File: src/rtl/dpsw_regs.svh
// constants of the dual-slot power switch control block
`ifndef DPSW_REGS_SVH
`define DPSW_REGS_SVH

// ==========================================================
// control word layout
`define DPSW_WORD_W             9
`define DPSW_A_PROG_HIGH_SEL    0
`define DPSW_A_PROG_FOLLOW_SEL  1
`define DPSW_A_SUPPLY_SEL_LO    2
`define DPSW_A_SUPPLY_SEL_HI    3
`define DPSW_B_PROG_HIGH_SEL    4
`define DPSW_B_PROG_FOLLOW_SEL  5
`define DPSW_B_SUPPLY_SEL_LO    6
`define DPSW_B_SUPPLY_SEL_HI    7
`define DPSW_OUTPUTS_ENABLE_BIT 8
`define DPSW_WORD_RST           9'h000

// ==========================================================
// switch vector: bit n is switch S(n+1), three per output
`define DPSW_SW_W               12
`define DPSW_SW_A_SUP           0
`define DPSW_SW_B_SUP           3
`define DPSW_SW_A_PROG          6
`define DPSW_SW_B_PROG          9
`define DPSW_SW_GND_MASK        12'h249
`define DPSW_SW_OPEN            12'h000

// ==========================================================
// output index of overcurrent and limit vectors
`define DPSW_OUT_N              4
`define DPSW_OUT_A_SUP          0
`define DPSW_OUT_B_SUP          1
`define DPSW_OUT_A_PROG         2
`define DPSW_OUT_B_PROG         3

// ==========================================================
// register offsets
`define DPSW_ADDR_WORD          8'h00
`define DPSW_ADDR_SHIFT         8'h04
`define DPSW_ADDR_SWITCH        8'h08
`define DPSW_ADDR_FAULT         8'h0c
`define DPSW_ADDR_STATUS        8'h10
`define DPSW_ADDR_MASK          8'h14

// ==========================================================
// event bits of status and mask
`define DPSW_EV_W               5
`define DPSW_EV_LATCHED         0
`define DPSW_EV_OVERCURRENT     1
`define DPSW_EV_THERM_SET       2
`define DPSW_EV_THERM_CLR       3
`define DPSW_EV_PIN_RESET       4
`define DPSW_EV_RST             5'h00

// ==========================================================
// synchroniser lane layout and reset levels
`define DPSW_SYNC_W             10
`define DPSW_SY_SCLK            0
`define DPSW_SY_SDATA           1
`define DPSW_SY_LATCH           2
`define DPSW_SY_RST_HI          3
`define DPSW_SY_RST_N           4
`define DPSW_SY_THERM           5
`define DPSW_SY_OC              6
`define DPSW_SYNC_INIT          10'h010

`endif

File: src/rtl/dpsw_pkg.sv
// types of the dual-slot power switch control block
`include "dpsw_regs.svh"
package dpsw_pkg;

  // level delivered on one output
  typedef enum logic [2:0] {
    DPSW_LVL_HIZ,
    DPSW_LVL_GND,
    DPSW_LVL_3V3,
    DPSW_LVL_5V,
    DPSW_LVL_12V
  } dpsw_lvl_t;

  typedef struct packed {
    logic [`DPSW_WORD_W-1:0] shift;
    logic [`DPSW_WORD_W-1:0] word;
    logic                    grounded;
    logic                    sclk_prev;
    logic                    latch_prev;
    logic                    therm_prev;
    logic                    prst_prev;
    logic [`DPSW_OUT_N-1:0]  oc_prev;
    logic [`DPSW_SW_W-1:0]   sw;
    dpsw_lvl_t               a_sup;
    dpsw_lvl_t               b_sup;
    dpsw_lvl_t               a_prog;
    dpsw_lvl_t               b_prog;
    logic [`DPSW_OUT_N-1:0]  limit;
    logic                    flag_n;
    logic [`DPSW_EV_W-1:0]   status;
    logic [`DPSW_EV_W-1:0]   mask;
    logic [31:0]             rdata;
  } dpsw_state_t;

endpackage

File: src/rtl/dpsw_ctrl.sv
// dual-slot power switch control: serial word, switch decode, faults, registers
//
// Local design decisions: the register addresses and the plain strobed port.
`timescale 1ns/1ns
`include "dpsw_regs.svh"
module dpsw_ctrl #(
  parameter int AW = 8,
  parameter int DW = 32
) (
  input  wire logic                    mclk,
  input  wire logic                    sys_rst,
  // serial control link
  input  wire logic                    ser_data,
  input  wire logic                    ser_clk,
  input  wire logic                    ser_latch,
  // reset pins
  input  wire logic                    card_rst,
  input  wire logic                    card_rst_n,
  // analog fault sense
  input  wire logic [`DPSW_OUT_N-1:0]  oc_sense,
  input  wire logic                    therm_fault,
  // switch drive and output levels
  output logic      [`DPSW_SW_W-1:0]   sw_closed,
  output dpsw_pkg::dpsw_lvl_t          slot_a_supply_out,
  output dpsw_pkg::dpsw_lvl_t          slot_b_supply_out,
  output dpsw_pkg::dpsw_lvl_t          slot_a_prog_out,
  output dpsw_pkg::dpsw_lvl_t          slot_b_prog_out,
  output logic      [`DPSW_OUT_N-1:0]  current_limit,
  output logic                         overcurrent_flag_n,
  // register port
  input  wire logic [AW-1:0]           reg_addr,
  input  wire logic [DW-1:0]           reg_wdata,
  input  wire logic                    reg_wr,
  input  wire logic                    reg_rd,
  output logic      [DW-1:0]           reg_rdata,
  output logic                         irq
);

  // ==========================================================
  // state
  localparam dpsw_pkg::dpsw_state_t ST_RST = '{
    shift:      `DPSW_WORD_RST,
    word:       `DPSW_WORD_RST,
    grounded:   1'b1,
    sclk_prev:  1'b0,
    latch_prev: 1'b0,
    therm_prev: 1'b0,
    prst_prev:  1'b0,
    oc_prev:    '0,
    sw:         `DPSW_SW_GND_MASK,
    a_sup:      dpsw_pkg::DPSW_LVL_GND,
    b_sup:      dpsw_pkg::DPSW_LVL_GND,
    a_prog:     dpsw_pkg::DPSW_LVL_GND,
    b_prog:     dpsw_pkg::DPSW_LVL_GND,
    limit:      '0,
    flag_n:     1'b1,
    status:     `DPSW_EV_RST,
    mask:       `DPSW_EV_RST,
    rdata:      '0
  };

  dpsw_pkg::dpsw_state_t st_r;
  dpsw_pkg::dpsw_state_t st_nxt;

  // ==========================================================
  // pin synchronisers
  logic [`DPSW_SYNC_W-1:0] pins_raw;
  logic [`DPSW_SYNC_W-1:0] pins_s;

  assign pins_raw = {oc_sense, therm_fault, card_rst_n, card_rst, ser_latch, ser_data, ser_clk};

  // the link clock is only sampled; data and clock share equal latency
  dpsw_sync #(
    .W    (`DPSW_SYNC_W),
    .INIT (`DPSW_SYNC_INIT)
  ) u_sync (
    .mclk     (mclk),
    .sys_rst  (sys_rst),
    .pin_in   (pins_raw),
    .pin_sync (pins_s)
  );

  logic                   sclk_s;
  logic                   sdata_s;
  logic                   latch_s;
  logic                   therm_s;
  logic                   pin_rst;
  logic [`DPSW_OUT_N-1:0] oc_s;

  assign sclk_s  = pins_s[`DPSW_SY_SCLK];
  assign sdata_s = pins_s[`DPSW_SY_SDATA];
  assign latch_s = pins_s[`DPSW_SY_LATCH];
  assign therm_s = pins_s[`DPSW_SY_THERM];
  assign oc_s    = pins_s[`DPSW_SY_OC +: `DPSW_OUT_N];
  assign pin_rst = pins_s[`DPSW_SY_RST_HI] | ~pins_s[`DPSW_SY_RST_N];

  // ==========================================================
  // decode functions

  // supply triple {sel_b, sel_a, gnd}: first/second are the pair bits as written
  function automatic logic [2:0] dec_supply(input logic first, input logic second);
    logic [2:0] t;
    t = 3'h1;
    case ({first, second})
      2'b01:   t = 3'h2;
      2'b10:   t = 3'h4;
      default: t = 3'h1;
    endcase
    return t;
  endfunction

  // programming triple {high, follow, gnd}; 11 leaves all open
  function automatic logic [2:0] dec_prog(input logic first, input logic second);
    logic [2:0] t;
    t = 3'h0;
    case ({first, second})
      2'b00:   t = 3'h1;
      2'b01:   t = 3'h2;
      2'b10:   t = 3'h4;
      default: t = 3'h0;
    endcase
    return t;
  endfunction

  function automatic dpsw_pkg::dpsw_lvl_t lvl_supply(input logic [2:0] t);
    dpsw_pkg::dpsw_lvl_t l;
    l = dpsw_pkg::DPSW_LVL_HIZ;
    if (t[0]) begin
      l = dpsw_pkg::DPSW_LVL_GND;
    end else if (t[1]) begin
      l = dpsw_pkg::DPSW_LVL_3V3;
    end else if (t[2]) begin
      l = dpsw_pkg::DPSW_LVL_5V;
    end
    return l;
  endfunction

  function automatic dpsw_pkg::dpsw_lvl_t lvl_prog(input logic [2:0] t, input dpsw_pkg::dpsw_lvl_t sup);
    dpsw_pkg::dpsw_lvl_t l;
    l = dpsw_pkg::DPSW_LVL_HIZ;
    if (t[0]) begin
      l = dpsw_pkg::DPSW_LVL_GND;
    end else if (t[1]) begin
      l = sup;
    end else if (t[2]) begin
      l = dpsw_pkg::DPSW_LVL_12V;
    end
    return l;
  endfunction

  function automatic logic [DW-1:0] reg_read(input logic [AW-1:0] a, input dpsw_pkg::dpsw_state_t s,
                                             input logic [`DPSW_SYNC_W-1:0] p);
    logic [DW-1:0] v;
    v = '0;
    case (a)
      `DPSW_ADDR_WORD:   v[`DPSW_WORD_W:0] = {s.grounded, s.word};
      `DPSW_ADDR_SHIFT:  v[`DPSW_WORD_W-1:0] = s.shift;
      `DPSW_ADDR_SWITCH: v[`DPSW_SW_W-1:0] = s.sw;
      `DPSW_ADDR_FAULT:  v[`DPSW_OUT_N+1:0] = {s.grounded, p[`DPSW_SY_THERM], p[`DPSW_SY_OC +: `DPSW_OUT_N]};
      `DPSW_ADDR_STATUS: v[`DPSW_EV_W-1:0] = s.status;
      `DPSW_ADDR_MASK:   v[`DPSW_EV_W-1:0] = s.mask;
      default:           v = '0;
    endcase
    return v;
  endfunction

  // ==========================================================
  // next state
  logic                   sclk_rise;
  logic                   latch_rise;
  logic [`DPSW_SW_W-1:0]  sw_dec;
  logic [`DPSW_SW_W-1:0]  sw_sel;
  logic [`DPSW_EV_W-1:0]  ev;
  logic [`DPSW_EV_W-1:0]  w1c;
  dpsw_pkg::dpsw_lvl_t    a_sup_l;
  dpsw_pkg::dpsw_lvl_t    b_sup_l;

  assign sclk_rise  = sclk_s & ~st_r.sclk_prev;
  assign latch_rise = latch_s & ~st_r.latch_prev;

  always_comb begin
    st_nxt            = st_r;
    st_nxt.sclk_prev  = sclk_s;
    st_nxt.latch_prev = latch_s;
    st_nxt.therm_prev = therm_s;
    st_nxt.prst_prev  = pin_rst;
    st_nxt.oc_prev    = oc_s;

    // d8 enters first and ends at the top
    if (sclk_rise) begin
      st_nxt.shift = {st_r.shift[`DPSW_WORD_W-2:0], sdata_s};
    end

    // reset holds grounding until a fresh latch
    if (pin_rst) begin
      st_nxt.grounded = 1'b1;
    end else if (latch_rise) begin
      st_nxt.word     = st_r.shift;
      st_nxt.grounded = 1'b0;
    end

    sw_dec = `DPSW_SW_OPEN;
    if (st_r.word[`DPSW_OUTPUTS_ENABLE_BIT]) begin
      sw_dec[`DPSW_SW_A_SUP +: 3]  = dec_supply(st_r.word[`DPSW_A_SUPPLY_SEL_HI],
                                                st_r.word[`DPSW_A_SUPPLY_SEL_LO]);
      sw_dec[`DPSW_SW_B_SUP +: 3]  = dec_supply(st_r.word[`DPSW_B_SUPPLY_SEL_LO],
                                                st_r.word[`DPSW_B_SUPPLY_SEL_HI]);
      sw_dec[`DPSW_SW_A_PROG +: 3] = dec_prog(st_r.word[`DPSW_A_PROG_HIGH_SEL],
                                              st_r.word[`DPSW_A_PROG_FOLLOW_SEL]);
      sw_dec[`DPSW_SW_B_PROG +: 3] = dec_prog(st_r.word[`DPSW_B_PROG_HIGH_SEL],
                                              st_r.word[`DPSW_B_PROG_FOLLOW_SEL]);
    end

    if (pin_rst || st_r.grounded) begin
      sw_sel = `DPSW_SW_GND_MASK;
    end else if (therm_s) begin
      sw_sel = sw_dec & `DPSW_SW_GND_MASK;
    end else begin
      sw_sel = sw_dec;
    end
    st_nxt.sw = sw_sel;

    a_sup_l       = lvl_supply(sw_sel[`DPSW_SW_A_SUP +: 3]);
    b_sup_l       = lvl_supply(sw_sel[`DPSW_SW_B_SUP +: 3]);
    st_nxt.a_sup  = a_sup_l;
    st_nxt.b_sup  = b_sup_l;
    st_nxt.a_prog = lvl_prog(sw_sel[`DPSW_SW_A_PROG +: 3], a_sup_l);
    st_nxt.b_prog = lvl_prog(sw_sel[`DPSW_SW_B_PROG +: 3], b_sup_l);

    st_nxt.limit  = oc_s;
    st_nxt.flag_n = ~(|oc_s);

    // ----------------------------------------------------------
    // events; a set in the clearing cycle survives
    ev                        = `DPSW_EV_RST;
    ev[`DPSW_EV_LATCHED]      = latch_rise & ~pin_rst;
    ev[`DPSW_EV_OVERCURRENT]  = |(oc_s & ~st_r.oc_prev);
    ev[`DPSW_EV_THERM_SET]    = therm_s & ~st_r.therm_prev;
    ev[`DPSW_EV_THERM_CLR]    = ~therm_s & st_r.therm_prev;
    ev[`DPSW_EV_PIN_RESET]    = pin_rst & ~st_r.prst_prev;

    w1c = `DPSW_EV_RST;
    if (reg_wr && reg_addr == `DPSW_ADDR_STATUS) begin
      w1c = reg_wdata[`DPSW_EV_W-1:0];
    end
    st_nxt.status = (st_r.status & ~w1c) | ev;

    if (reg_wr && reg_addr == `DPSW_ADDR_MASK) begin
      st_nxt.mask = reg_wdata[`DPSW_EV_W-1:0];
    end

    // read data valid only in the cycle after the strobe
    st_nxt.rdata = '0;
    if (reg_rd) begin
      st_nxt.rdata = reg_read(reg_addr, st_r, pins_s);
    end
  end

  // ==========================================================
  // registers
  always_ff @(posedge mclk or posedge sys_rst) begin
    if (sys_rst) begin
      st_r <= ST_RST;
    end else begin
      st_r <= st_nxt;
    end
  end

  // ==========================================================
  // outputs
  assign sw_closed          = st_r.sw;
  assign slot_a_supply_out  = st_r.a_sup;
  assign slot_b_supply_out  = st_r.b_sup;
  assign slot_a_prog_out    = st_r.a_prog;
  assign slot_b_prog_out    = st_r.b_prog;
  assign current_limit      = st_r.limit;
  assign overcurrent_flag_n = st_r.flag_n;
  assign reg_rdata          = st_r.rdata;
  // level interrupt, combinational from flops
  assign irq                = |(st_r.status & st_r.mask);

endmodule // dpsw_ctrl

File: src/rtl/dpsw_sync.sv
// two-flop synchroniser for pins from outside the mclk domain
`timescale 1ns/1ns
module dpsw_sync #(
  parameter int           W    = 1,
  parameter logic [W-1:0] INIT = '0
) (
  input  wire logic         mclk,
  input  wire logic         sys_rst,
  input  wire logic [W-1:0] pin_in,
  output logic      [W-1:0] pin_sync
);

  typedef struct packed {
    logic [W-1:0] s1;
    logic [W-1:0] s2;
  } dpsw_sync_t;

  dpsw_sync_t st_r;
  dpsw_sync_t st_nxt;

  // first stage feeds only the second stage
  always_comb begin
    st_nxt    = st_r;
    st_nxt.s1 = pin_in;
    st_nxt.s2 = st_r.s1;
  end

  always_ff @(posedge mclk or posedge sys_rst) begin
    if (sys_rst) begin
      st_r <= '{s1: INIT, s2: INIT};
    end else begin
      st_r <= st_nxt;
    end
  end

  assign pin_sync = st_r.s2;

endmodule // dpsw_sync
File: config.mk
export PLATFORM = sky130hd
export DESIGN_NAME = dpsw_ctrl
export DESIGN_NICKNAME = d
export VERILOG_FILES = /design/src/rtl/dpsw_pkg.sv /design/src/rtl/dpsw_ctrl.sv /design/src/rtl/dpsw_sync.sv
export VERILOG_INCLUDE_DIRS = /design/src /design/src/rtl
export SDC_FILE = /design/constraint.sdc
export NUM_CORES = 1
export LEC_CHECK = 0
export BUFFER_PORTS_ARGS = -buffer_cell sky130_fd_sc_hd__clkbuf_2
export CORE_ASPECT_RATIO = 1.2
export CORE_MARGIN = 1
export CORE_UTILIZATION = 45
export DETAILED_ROUTE_END_ITERATION = 16
export PLACE_DENSITY = 0.83
export SETUP_SLACK_MARGIN = 0.1
export SLEW_MARGIN = 5
export SYNTH_ARGS = -nofsm -noshare
export SYNTH_HDL_FRONTEND = slang
export SYNTH_HIERARCHICAL = 1
export SYNTH_SLANG_ARGS = --single-unit
export TNS_END_PERCENT = 5
File: constraint.sdc
create_clock -name mclk -period 3.02 [get_ports mclk]
set_input_delay 0.302 -clock mclk [delete_from_list [all_inputs] [get_ports mclk]]
set_output_delay 0.302 -clock mclk [all_outputs]
set_load 0.005 [all_outputs]
======== Word level (Yosys, flattened, before mapping) ========
Cells that the tools add are included.
operators by class
  equal/unequal tests ..................... 13
  bitwise gates (word level) .............. 21
  muxes and demuxes ....................... 28
  reductions and logical operators ........ 11
operators by type and width
  operator                                       count
  2-to-1 mux 12 bit                              4
  one-hot mux 5 bit (6 select lines)             1
  one-hot mux 3 bit (3 select lines)             3
  2-to-1 mux 3 bit                               6
  == test 8 x 4 -> 1 bit, second input constant  2
  == test 8 x 5 -> 1 bit, second input constant  2
  2-to-1 mux 2 bit                               7
  one-hot mux 3 bit (2 select lines)             2
  AND 5 bit                                      2
  == test 2 x 1 -> 1 bit, second input constant  4
  == test 2 bit, second input constant           4
  == test 8 x 3 -> 1 bit, second input constant  1
  zero test 8 bit                                1
  inverter 1 bit                                 8
  OR reduction 4 bit                             2
  AND 1 bit                                      6
  2-to-1 mux 5 bit                               1
  inverter 5 bit                                 1
  bitwise OR 5 bit                               1
  OR reduction 5 bit                             1
  AND 4 bit                                      1
  zero test 2 bit                                2
  inverter 4 bit                                 1
  one-hot mux 1 bit (4 select lines)             1
  7 further kinds                                9
word-level totals
  bits in registers ....................... 114
  word-level logic and storage cells ...... 92
  output and inout port bits .............. 62

======== Logic depth before layout (Yosys ltp) ========
Gate-level depths: netlist of the first run.
  depth in word-level cells ............... 10
  gate-level depth with buffers ........... 6
  gate-level depth less buffers ........... 6

======== Hierarchy ========
Netlist of the first run, hierarchy kept.
modules (own cells, without submodules)
  module     area an instance (sq um)  seq. area each (sq um)  instances  cells each
  dpsw_ctrl  3487.1                    1814.2                  1          320
  dpsw_sync  506.7                     503.0                   1          21

======== Worst setup path before layout of the first run ========
Ideal clock, no wire load.
  path type ............................... register to register
  start ................................... register u_sync.st_r (netlist bit u_sync/pin_sync[4])
  end ..................................... register st_r[80] (netlist bit)
  cell stages (with the launch flop) ...... 5
  setup slack ............................. 1503 ps
  required time ........................... 2895 ps
  buffers on the path ..................... 1
  arrival ................................. 1392 ps
  clock period less this slack ............ 1517 ps
  cells stage by stage .................... dfstp_2 > nand2b_1 > buf_2 > nor3b_2 > mux2_2
on the way
  cells in the longest elaborated chain, start to end .. 4
ends and longest elaborated chain
  what                                  RTL line          text
  from (decl)                           dpsw_sync.sv:18   dpsw_sync_t st_r;
  from (signal assigned)                dpsw_sync.sv:30   st_r <= '{s1: INIT, s2: INIT};
  from (signal assigned)                dpsw_sync.sv:32   st_r <= st_nxt;
  inverter 1 bit                        dpsw_ctrl.sv:95   assign pin_rst = pins_s[`DPSW_SY_RST_HI] | ~pins_s[`DPSW_SY_RST_N];
  bitwise OR 1 bit                      dpsw_ctrl.sv:95
  via pin_rst                           dpsw_ctrl.sv:87   logic pin_rst;
  inverter 1 bit (no source line)       -
  AND reduction 2 bit (no source line)  -
  to (signal assigned)                  dpsw_ctrl.sv:265  st_r <= st_nxt;
  to (decl)                             dpsw_ctrl.sv:62   dpsw_pkg::dpsw_state_t st_r;
The timed path passes the listed nets, and every way through them passes these cells.
A chain may end at the register's enable or synchronous reset.

==> metrics, run 1 <==
final number of max-transition violations=0; Int Pwr=0.001784 W; CTS resizes=0; Worst setup EP type=flip-flop; P&R area growth vs syn=6.391%; Die Span X=88 um; Antenna Nets Post-Route=0; worst hold slack=0.02644 ns; Clock Sinks=92; final wirelength=7387 um; Worst Tran Pin Value=0.9484 ns; drt drc=0; FF+latch area=2317 um^2; GPL Wtd Cong=0.8653; routed vias=2470; min Tclk post-route=1.850 ns; area of the multi-input gates=1172 um^2; Placeable Area=8611 um^2; clock share of power=31.1%; top cells by area, synth=dfrtp_1, buf_4, dfstp_2, nand2_1, mux2_2; logic gate share of total power=12.4%; largest net degree at the start of global routing=39; Netlist cell types=45; Port Buf Inserts=66; FFs w/ async S/R, synth=100.0%; Clock Latency Late Sink=0.35 ns; Hold-fix buffers, CTS=0; total power divided by cell area=593.2 nW/um^2; Avg Synthesized Cell Area=11.71 um^2; initial antenna violation count=0; Final Hold Viols=0; Post-synth EDFFs=0; Yosys top cell area share=50.13%; Crit path largest cell delay=0.53 ns; row cnt=37; Clk Tree Root Cell=clkbuf_8; Sw Ratio=29.24%; Filler cells=775; R2R cell count=4; TritonCTS clock tree=built; r2r setup slk=1.17 ns; Syn Inst Count=341; layout cells sized above 1=32.00%; worst r2r src=u_sync/pin_sync[4]; Main synth FF type=dfrtp_1; GRT overflow=0; Worst Min Path Start=card_rst_n; first-pass GRT wire length=11880 um; period utilization=61.27%; Initial DRC Count=341; Synth Register Bits=92; maximum vdd drop=0.0002612 V; type of the tightest min-delay check=primary input to flip-flop; f_max=540.4 MHz; RR Endpoint=slot_a_prog_out[2]; CTS H-tree depth=3; critical path startpoint category=flip-flop; Flop pwr share=56.5%; initial core utilization=46.38%; Antenna Diode Count=0; Crit-path slowest cell=dfstp_2; sequential share of the synthesized area=58.02%; die area=9258 um^2; CP Max Fanout=9; critical path type=flip-flop to flip-flop; YS warnings=6; vias in the first global route=2433; setup TNS=0 ns; layout net count=428; first drt pass iteration count=4; status=completed; I/O Pins=116; Die Y=105.2 um; Hold Crit Depth=1; leakage=2.067 nW; Clk pin slew, worst setup/hold paths=0.09 ns; setup repair after global routing missed its margin=no; Total GRT Usage=17.19%; crit path cell chain=nand2b_1, nor2_2, nand3_1, nor3b_1; Avg WL per Cell=15.01 um; # Max-Cap Violations=0; endpoints failing setup=0; worst setup path startpoint=u_sync/pin_sync[4]; slew margin rel.=36.64%; clock skew=0.008726 ns; CP Data Required Time=3.28 ns; Mapped Area=3994 um^2; vias per cell=5.020; post-DP HPWL=5339 um; switching power total=0.0007371 W; Yosys top cell by area=dfrtp_1; CP arrival=2.11 ns; Longest Clk Path Bufs=2; CTS buffer count=9; post-CTS setup buffer count=0; Critical Path End=slot_a_prog_out[2]
## layout by cell type, fill, tap and decap left out, types with 8 or more instances in the layout
cell,n
nor3_1,12
o21ai_0,16
nor2_1,11
conb_1,22
dfrtp_1,80
nand2_1,28
dfstp_2,12
mux2i_1,10
mux2_2,9
clkbuf_2,66
o22ai_1,8
clkbuf_8,9
inv_1,17
## routing by layer
| metal | track usage (%) | share of wire (%) |
|---|---|---|
| met2 | 29.18 | 53 |
| met4 | 7.026 | 1.1 |
| met5 | 0 | 0 |
| met3 | 3.949 | 5.9 |
| met1 | 20.69 | 40 |
## flip-flops by register name (all words and copies together) (netlist names)
signal	cells
slot_b_prog_out	3
u_sync/pin_sync	10
slot_a_supply_out	2
overcurrent_flag_n	1
slot_b_supply_out	2
current_limit	4
sw_closed	12
st_r	33
slot_a_prog_out	3
u_sync/st_nxt	10
reg_rdata	12
## worst min-delay path by stage
stage | end | slack [ns]
after global routing | u_sync/st_nxt[4] | 0.007
after floorplan | u_sync/pin_sync[0] | 0.26
after detailed placement | u_sync/pin_sync[0] | 0.34
after CTS | u_sync/st_nxt[4] | 0.01
final | u_sync/st_nxt[4] | 0.03
after global placement | u_sync/pin_sync[0] | 0.33
## cell families (layout without fill, tap and decap cells)
logic type | Yosys count | count (layout) | share of synthesized area [%]
flops | 92 | 92 | 58.02
buf+inv | 90 | 103 | 14.60
simple gates | 82 | 82 | 10.75
compound gates | 47 | 47 | 7.801
mux | 25 | 25 | 7.488
fa+ha+maj | 4 | 4 | 1.253
other cells | 1 | 22 | 0.09389
## final cells by class
type | count | share of cell area, %
clock buffer | 9 | 2.915
tap | 117 | 3.445
inverter | 18 | 1.590
sequential | 92 | 54.53
timing repair buffer | 69 | 8.304
multi-input combinational | 180 | 27.59
clock inverter | 7 | 1.620
## power groups by stage
stage               registers (W)  clock network [W]  logic [W]
CTS                       0.00142           0.000793   0.000313
global placement          0.00144                  0   0.000302
floorplan                 0.00141                  0   0.000257
detailed placement        0.00144                  0   0.000309
global route              0.00144           0.000840   0.000357
finish                    0.00142           0.000783   0.000313
## cell usage after synthesis, drive strengths merged (2+ instances only)
master	number
dfrtp	80
buf	66
nand2	28
inv	18
o21ai	16
mux2	14
dfstp	12
nor2	12
nor3	12
mux2i	10
o22ai	8
clkbuf	6
nor3b	6
a21oi	5
a311oi	4
ha	4
nand2b	4
o32ai	4
and2	3
and3	3
nor4	3
or3	3
a22o	2
nand3	2
nor2b	2
or2	2
## critical path: cells and delay by family (launching register included)
family / cells / cell delay [ns]
AND/OR/NAND/NOR: 4 / 1.23
flip-flops: 1 / 0.53
## stage by stage
| step | std cells | utilization (%) | power, W | cell area [um^2] | setup WS (ns) |
|---|---|---|---|---|---|
| after floorplan | 362 | - | 0.001666 | 4073 | 0.9096 |
| after global placement | 476 | 47.11 | 0.001741 | 4056 | 1.214 |
| after detailed placement | 476 | 47.11 | 0.001753 | 4056 | 1.181 |
| after CTS | 492 | 49.35 | 0.002527 | 4249 | 1.170 |
| after global routing | 492 | 49.35 | 0.002633 | 4249 | 1.039 |
| final | 492 | 49.35 | 0.002521 | 4249 | 1.170 |
Power figures use the tool's default switching activity.
==> inputs of run 2 (changes only) <==
clock period = 1.8 ns   (was 3.02 ns; I/O delays follow)
==> metrics, run 2 (synthesis gave the netlist of run 1 again) <==
GPL Wtd Cong=0.8900 (was 0.8653); Worst Tran Pin Value=0.6800 ns (was 0.9484 ns); area of the multi-input gates=1175 um^2 (was 1172 um^2); Placed Cells=485 (was 476); routed vias=2550 (was 2470); TritonCTS clock tree=built (unchanged); setup repair after global routing missed its margin=no (unchanged); maximum vdd drop=0.0006204 V (was 0.0002612 V); final number of max-transition violations=0 (unchanged); Avg WL per Cell=14.77 um (was 15.01 um); R2R cell count=4 (unchanged); CP arrival=1.83 ns (was 2.11 ns); post-DP HPWL=5548 um (was 5339 um); status=completed (unchanged); pre-CTS setup slack=0.1135 ns (was 1.181 ns); critical path type=flip-flop to flip-flop (unchanged); Area after DPL=4140 um^2 (was 4056 um^2); period utilization=88.89% (was 61.27%); Antenna Diode Count=0 (unchanged); initial antenna violation count=0 (unchanged); Clock Latency Late Sink=0.35 ns (about the same); endpoints failing setup=0 (unchanged); leakage=2.181 nW (was 2.067 nW); Filler cells=767 (was 775); GRT overflow=0 (unchanged); drt drc=0 (unchanged); design area=4473 um^2 (was 4249 um^2); Initial DRC Count=192 (was 341); final wirelength=7562 um (was 7387 um); cell family with most CP delay=flip-flops (was simple AND/OR/NAND/NOR gates); Finished Layout Cells=512 (was 492); total power divided by cell area=994.1 nW/um^2 (was 593.2 nW/um^2); Antenna Nets Post-Route=0 (unchanged); fin worst setup slack=0.2000 ns (was 1.170 ns); Worst Min Path Start=reg_wdata[1] (was card_rst_n); first drt pass iteration count=6 (was 4); most flop-heavy register=st_r (unchanged); Final Hold Viols=0 (unchanged); row cnt=37 (unchanged); setup TNS=0 ns (unchanged); Clk Tree Root Cell=clkbuf_8 (unchanged); Worst setup EP type=flip-flop (unchanged); Clk pin slew, worst setup/hold paths=0.10 ns (was 0.09 ns); worst setup path startpoint=u_sync/pin_sync[4] (unchanged); type of the tightest min-delay check=primary input to flip-flop (unchanged); Placeable Area=8611 um^2 (unchanged); clock skew=0.01245 ns (was 0.008726 ns); Die Y=105.2 um (unchanged); most common cell after layout, fill and taps aside=dfrtp_1 (unchanged); Crit path largest cell delay=0.54 ns (was 0.53 ns); Crit path depth=4 (unchanged); vias in the first global route=2609 (was 2433); layout cells sized above 1=32.91% (was 32.00%); I/O Pins=116 (unchanged); largest net degree at the start of global routing=56 (was 39); CP Max Fanout=16 (was 9); Buf+Inv Stages, Crit Path=1 (was 0); first-pass GRT wire length=12500 um (was 11880 um); die area=9258 um^2 (unchanged); layout net count=448 (was 428); slew margin rel.=54.62% (was 36.64%); critical path startpoint category=flip-flop (unchanged); initial core utilization=46.38% (unchanged); CTS H-tree depth=3 (unchanged); Port Buf Inserts=66 (unchanged); # Max-Cap Violations=0 (unchanged); min Tclk post-route=1.600 ns (was 1.850 ns); Longest Clk Path Bufs=2 (unchanged); Die Span X=88 um (unchanged); Hold Crit Depth=2 (was 1); CTS buffer count=9 (unchanged); post-CTS setup buffer count=0 (unchanged); CP Data Required Time=2.03 ns (was 3.28 ns); crit path cell chain=nand2b_2, nor3b_2, buf_4, mux2_2 (was nand2b_1, nor2_2, nand3_1, nor3b_1); P&R area growth vs syn=12.00% (was 6.391%); vias per cell=4.980 (was 5.020); commonest non-fill, non-tap cells in the layout=dfrtp_1, clkbuf_2, nand2_1, conb_1, inv_1 (unchanged); Crit-path slowest cell=dfstp_2 (unchanged); Total GRT Usage=18.00% (was 17.19%); worst r2r src=u_sync/pin_sync[4] (unchanged); FF+latch area=2317 um^2 (unchanged); f_max=625.0 MHz (was 540.4 MHz); Clock Sinks=92 (unchanged); max reg flops=33 (unchanged); Final Power=0.004447 W (was 0.002521 W)
==> run 2: changes by cell type in the layout (fill, tap and decap cells not counted), moves of 2 or more <==
cell,previous run,this run
dlygate4sd3_1,0,11
buf_4,3,11
bufinv_16,0,2
clkinv_2,0,2
==> run 2: worst register-to-register path, delay by kind of cell (launching register included) <==
family | cells | cell delay (ns)
simple gates | 2 | 0.35
mux | 1 | 0.36
buf+inv | 1 | 0.24
flops | 1 | 0.54
==> run 2: path summary, 6_finish.rpt <==
path	endpoint	slack (ns)
hold reg to reg	u_sync/pin_sync[2]	0.36
hold / removal	st_r[33]	0.07
min in group asynchronous	st_r[77]	0.37
setup / recovery	st_r[81]	0.20
max in group asynchronous	sw_closed[3]	0.78
setup reg to reg	st_r[81]	0.20
==> run 2: final cells by class <==
| type | count | share of cell area [%] |
|---|---|---|
| Inverter | 18 | 1.594 |
| Multi-Input combinational cell | 180 | 26.27 |
| Tap cell | 117 | 3.273 |
| Timing Repair Buffer | 89 | 12.14 |
| Clock inverter | 7 | 2.154 |
| Clock buffer | 9 | 2.769 |
| Sequential cell | 92 | 51.80 |
==> run 2: power by group <==
part,internal [W],switching [W]
registers,0.00223,0.000160
clock network,0.000789,0.000705
logic,0.000263,0.000303
==> run 2: timing repair <==
item | 4_1_cts | 5_1_grt
endpoints found under the hold margin | 44 | 0
gates resized for setup | 1 | 0
setup endpoints to repair | 1 | 0
hold buffers | 11 | 0
==> run 2: through the flow <==
step	hold slack, ns	utilization, %
5_1_grt	0.05911	51.95
4_1_cts	0.05303	51.95
3_3_place_gp	0.2015	48.08
6_report	0.06600	51.95
3_5_place_dp	0.2113	48.08
2_1_floorplan	0.1423	-
==> run 2: metal layers <==
metal  GRT usage [%]  routed length (um)  share of wire, %  vias up
li1                -                   -                 -     1171
met1           21.54                3067                41     1245
met2           30.79                3907                52      119
met3           4.265                 429               5.7       15
met4           6.909                 159               2.1        0
met5               0                   0                 0        -
==> inputs of run 3 (changes only) <==
ABC_AREA = 1   (was not set)
==> metrics, run 3 <==
R2R cell count=7 (was 4); GPL Wtd Cong=0.9001 (was 0.8900); YS warnings=6 (unchanged); RR Endpoint=slot_a_prog_out[0] (was st_r[81]); Netlist cell types=27 (was 45); critical path type=flip-flop to output port (was flip-flop to flip-flop); Worst Tran Pin Value=0.6858 ns (was 0.6800 ns); FF+latch area=2317 um^2 (unchanged); post-DP HPWL=5644 um (was 5548 um); most flop-heavy register=st_r (unchanged); slew margin rel.=54.23% (was 54.62%); largest net degree at the start of global routing=28 (was 56); Synth top cells by count=nand2_1, dfrtp_1, buf_4 (was dfrtp_1, buf_4, nand2_1); Flop pwr share=56.3% (was 53.7%); P&R area growth vs syn=11.05% (was 12.00%); Longest Clk Path Bufs=2 (unchanged); row cnt=37 (unchanged); Synth Register Bits=92 (unchanged); Die Span X=88.89 um (was 88 um); Syn Inst Count=440 (was 341); setup repair after global routing missed its margin=no (unchanged); Avg Synthesized Cell Area=9.265 um^2 (was 11.71 um^2); final wirelength=7396 um (was 7562 um); Worst Min Path Start=reg_wdata[3] (was reg_wdata[1]); CTS H-tree depth=3 (unchanged); period utilization=83.26% (was 88.89%); Int Pwr=0.003004 W (was 0.003278 W); clock skew=0.007182 ns (was 0.01245 ns); Yosys top cell area share=49.11% (was 50.13%); Yosys top cell by area=dfrtp_1 (unchanged); first-pass GRT wire length=11940 um (was 12500 um); vias per cell=4.649 (was 4.980); switching power total=0.001101 W (was 0.001168 W); FFs w/ async S/R, synth=100.0% (unchanged); CP Data Required Time=1.62 ns (was 2.03 ns); critical path startpoint category=flip-flop (unchanged); Final Core Density=52.01% (was 51.95%); Hold Crit Depth=3 (was 2); sequential share of the synthesized area=56.84% (was 58.02%); initial core utilization=46.84% (was 46.38%); area of the multi-input gates=1147 um^2 (was 1175 um^2); Die Y=106.3 um (was 105.2 um); vias in the first global route=2662 (was 2609); Clk Tree Root Cell=clkbuf_8 (unchanged); post-CTS setup buffer count=0 (unchanged); initial antenna violation count=1 (was 0); worst r2r src=u_sync/pin_sync[4] (unchanged); Filler cells=813 (was 767); leakage=2.317 nW (was 2.181 nW); maximum vdd drop=0.0005274 V (was 0.0006204 V); total power divided by cell area=906.6 nW/um^2 (was 994.1 nW/um^2); I/O Pins=116 (unchanged); routed vias=2836 (was 2550); CTS buffer count=9 (unchanged); Mapped Area=4076 um^2 (was 3994 um^2); CP arrival=1.32 ns (was 1.83 ns); CP Max Fanout=3 (was 16); Clk pin slew, worst setup/hold paths=0.09 ns (was 0.10 ns); final number of max-transition violations=0 (unchanged); Post-synth EDFFs=0 (unchanged); Port Buf Inserts=66 (unchanged); clock share of power=34.2% (was 33.6%); Final Hold Viols=0 (unchanged); min Tclk post-route=1.499 ns (was 1.600 ns); status=completed (unchanged); logic gate share of total power=9.5% (was 12.7%); # Max-Cap Violations=0 (unchanged); layout cells sized above 1=23.17% (was 32.91%); Antenna Nets Post-Route=0 (unchanged); die area=9445 um^2 (was 9258 um^2); hold endpoint=st_r[35] (was st_r[33]); most numerous cell in the Yosys netlist=nand2_1 (was dfrtp_1); Worst setup EP type=output port (was flip-flop); Clock Latency Late Sink=0.37 ns (was 0.35 ns); top cells by area, synth=dfrtp_1, buf_4, dfstp_2, nand2_1, inv_1 (was dfrtp_1, buf_4, dfstp_2, nand2_1, mux2_2); Main synth FF type=dfrtp_1 (unchanged); Initial DRC Count=156 (was 192); endpoints failing setup=0 (unchanged); Clock Sinks=92 (unchanged); setup TNS=0 ns (unchanged); GRT overflow=0 (unchanged); layout net count=545 (was 448); commonest non-fill, non-tap cells in the layout=nand2_1, dfrtp_1, clkbuf_2, inv_1, nor2_1 (was dfrtp_1, clkbuf_2, nand2_1, conb_1, inv_1); r2r setup slk=0.34 ns (was 0.20 ns); pre-CTS setup slack=0.2128 ns (was 0.1135 ns); Avg WL per Cell=12.12 um (was 14.77 um); first drt pass iteration count=4 (was 6); fin worst setup slack=0.3014 ns (was 0.2000 ns); drt drc=0 (unchanged); Placeable Area=8703 um^2 (was 8611 um^2); max reg flops=33 (unchanged); f_max=667.3 MHz (was 625.0 MHz); TritonCTS clock tree=built (unchanged); type of the tightest min-delay check=primary input to flip-flop (unchanged); Sw Ratio=26.82% (was 26.28%); Total GRT Usage=17.23% (was 18.00%)
-- run 3: cell count changes after synthesis, sizes merged, moves of 6 or more --
cell / change
nor2: +35
mux2i: -10
o22ai: -6
inv: +38
nor3b: -6
nand3: +28
o21ai: +12
nand2: +56
mux2: -14
-- run 3: per-stage QoR --
| step | cells | hold slack [ns] | instance area (um^2) | total power, W |
|---|---|---|---|---|
| floorplan | 461 | 0.1423 | 4159 | 0.002611 |
| detailed placement | 582 | 0.2684 | 4208 | 0.002719 |
| global route | 609 | 0.02069 | 4524 | 0.004311 |
| global placement | 582 | 0.2567 | 4208 | 0.002706 |
| finish | 610 | 0.02514 | 4527 | 0.004104 |
| CTS | 609 | 0.01180 | 4522 | 0.004138 |
-- run 3: metal layers --
metal / global-route usage, % / routed length [um] / up-vias
li1: - / - / 1394
met1: 19.47 / 3064 / 1340
met2: 28.90 / 3785 / 87
met3: 5.435 / 382 / 15
met4: 8.525 / 164 / 0
met5: 0 / 0 / -
-- run 3: critical path, stage by stage, from the launching register on --
cell	delay, ns
dfrtp_1	0.41
nand2_1	0.07
nand2_1	0.05
a221oi_1	0.21
nand2_1	0.09
clkbuf_2	0.12
-- run 3: kinds of logic (layout without fill, tap and decap cells) --
logic type / Yosys count / count (layout) / share of synthesized area (%)
buf+inv: 122 / 153 / 17.00
compound gates: 44 / 44 / 5.832
flops: 92 / 92 / 56.84
fa+ha+maj: 4 / 4 / 1.228
simple gates: 177 / 177 / 19.00
other cells: 1 / 23 / 0.09199
-- run 3: cell type report --
class,count,share of cell area [%]
antenna,1,0.05528
multi-input combinational,247,25.35
clock inverter,7,1.769
clock buffer,9,2.736
tap,117,3.234
sequential,92,51.19
timing repair buffer,81,10.95
inverter,56,4.726
-- run 3: worst max path at each step --
stage / from / cells past startpoint / endpoint / slack [ns]
2_1_floorplan: u_sync/pin_sync[4] / 7 / slot_a_prog_out[1] / 0.50
4_1_cts: u_sync/pin_sync[4] / 7 / slot_a_prog_out[0] / 0.20
5_1_grt: u_sync/pin_sync[4] / 4 / st_r[84] / 0.18
3_5_place_dp: u_sync/pin_sync[4] / 7 / slot_a_prog_out[0] / 0.21
3_3_place_gp: u_sync/pin_sync[4] / 7 / slot_a_prog_out[0] / 0.25
6_report: st_r[33] / 5 / irq / 0.30
-- run 3: timing repair --
action | CTS | global route
resized for setup | 0 | 1
hold buffers | 11 | 0
setup endpoints to repair | 0 | 3
hold endpoints to repair | 48 | 0
-- run 3: power by group through the flow --
stage / sequential (W) / combinational [W] / clock, W
detailed placement: 0.00235 / 0.000373 / 0
CTS: 0.00231 / 0.000393 / 0.00144
global route: 0.00232 / 0.000455 / 0.00153
floorplan: 0.00231 / 0.000299 / 0
global placement: 0.00234 / 0.000364 / 0
finish: 0.00231 / 0.000390 / 0.00140
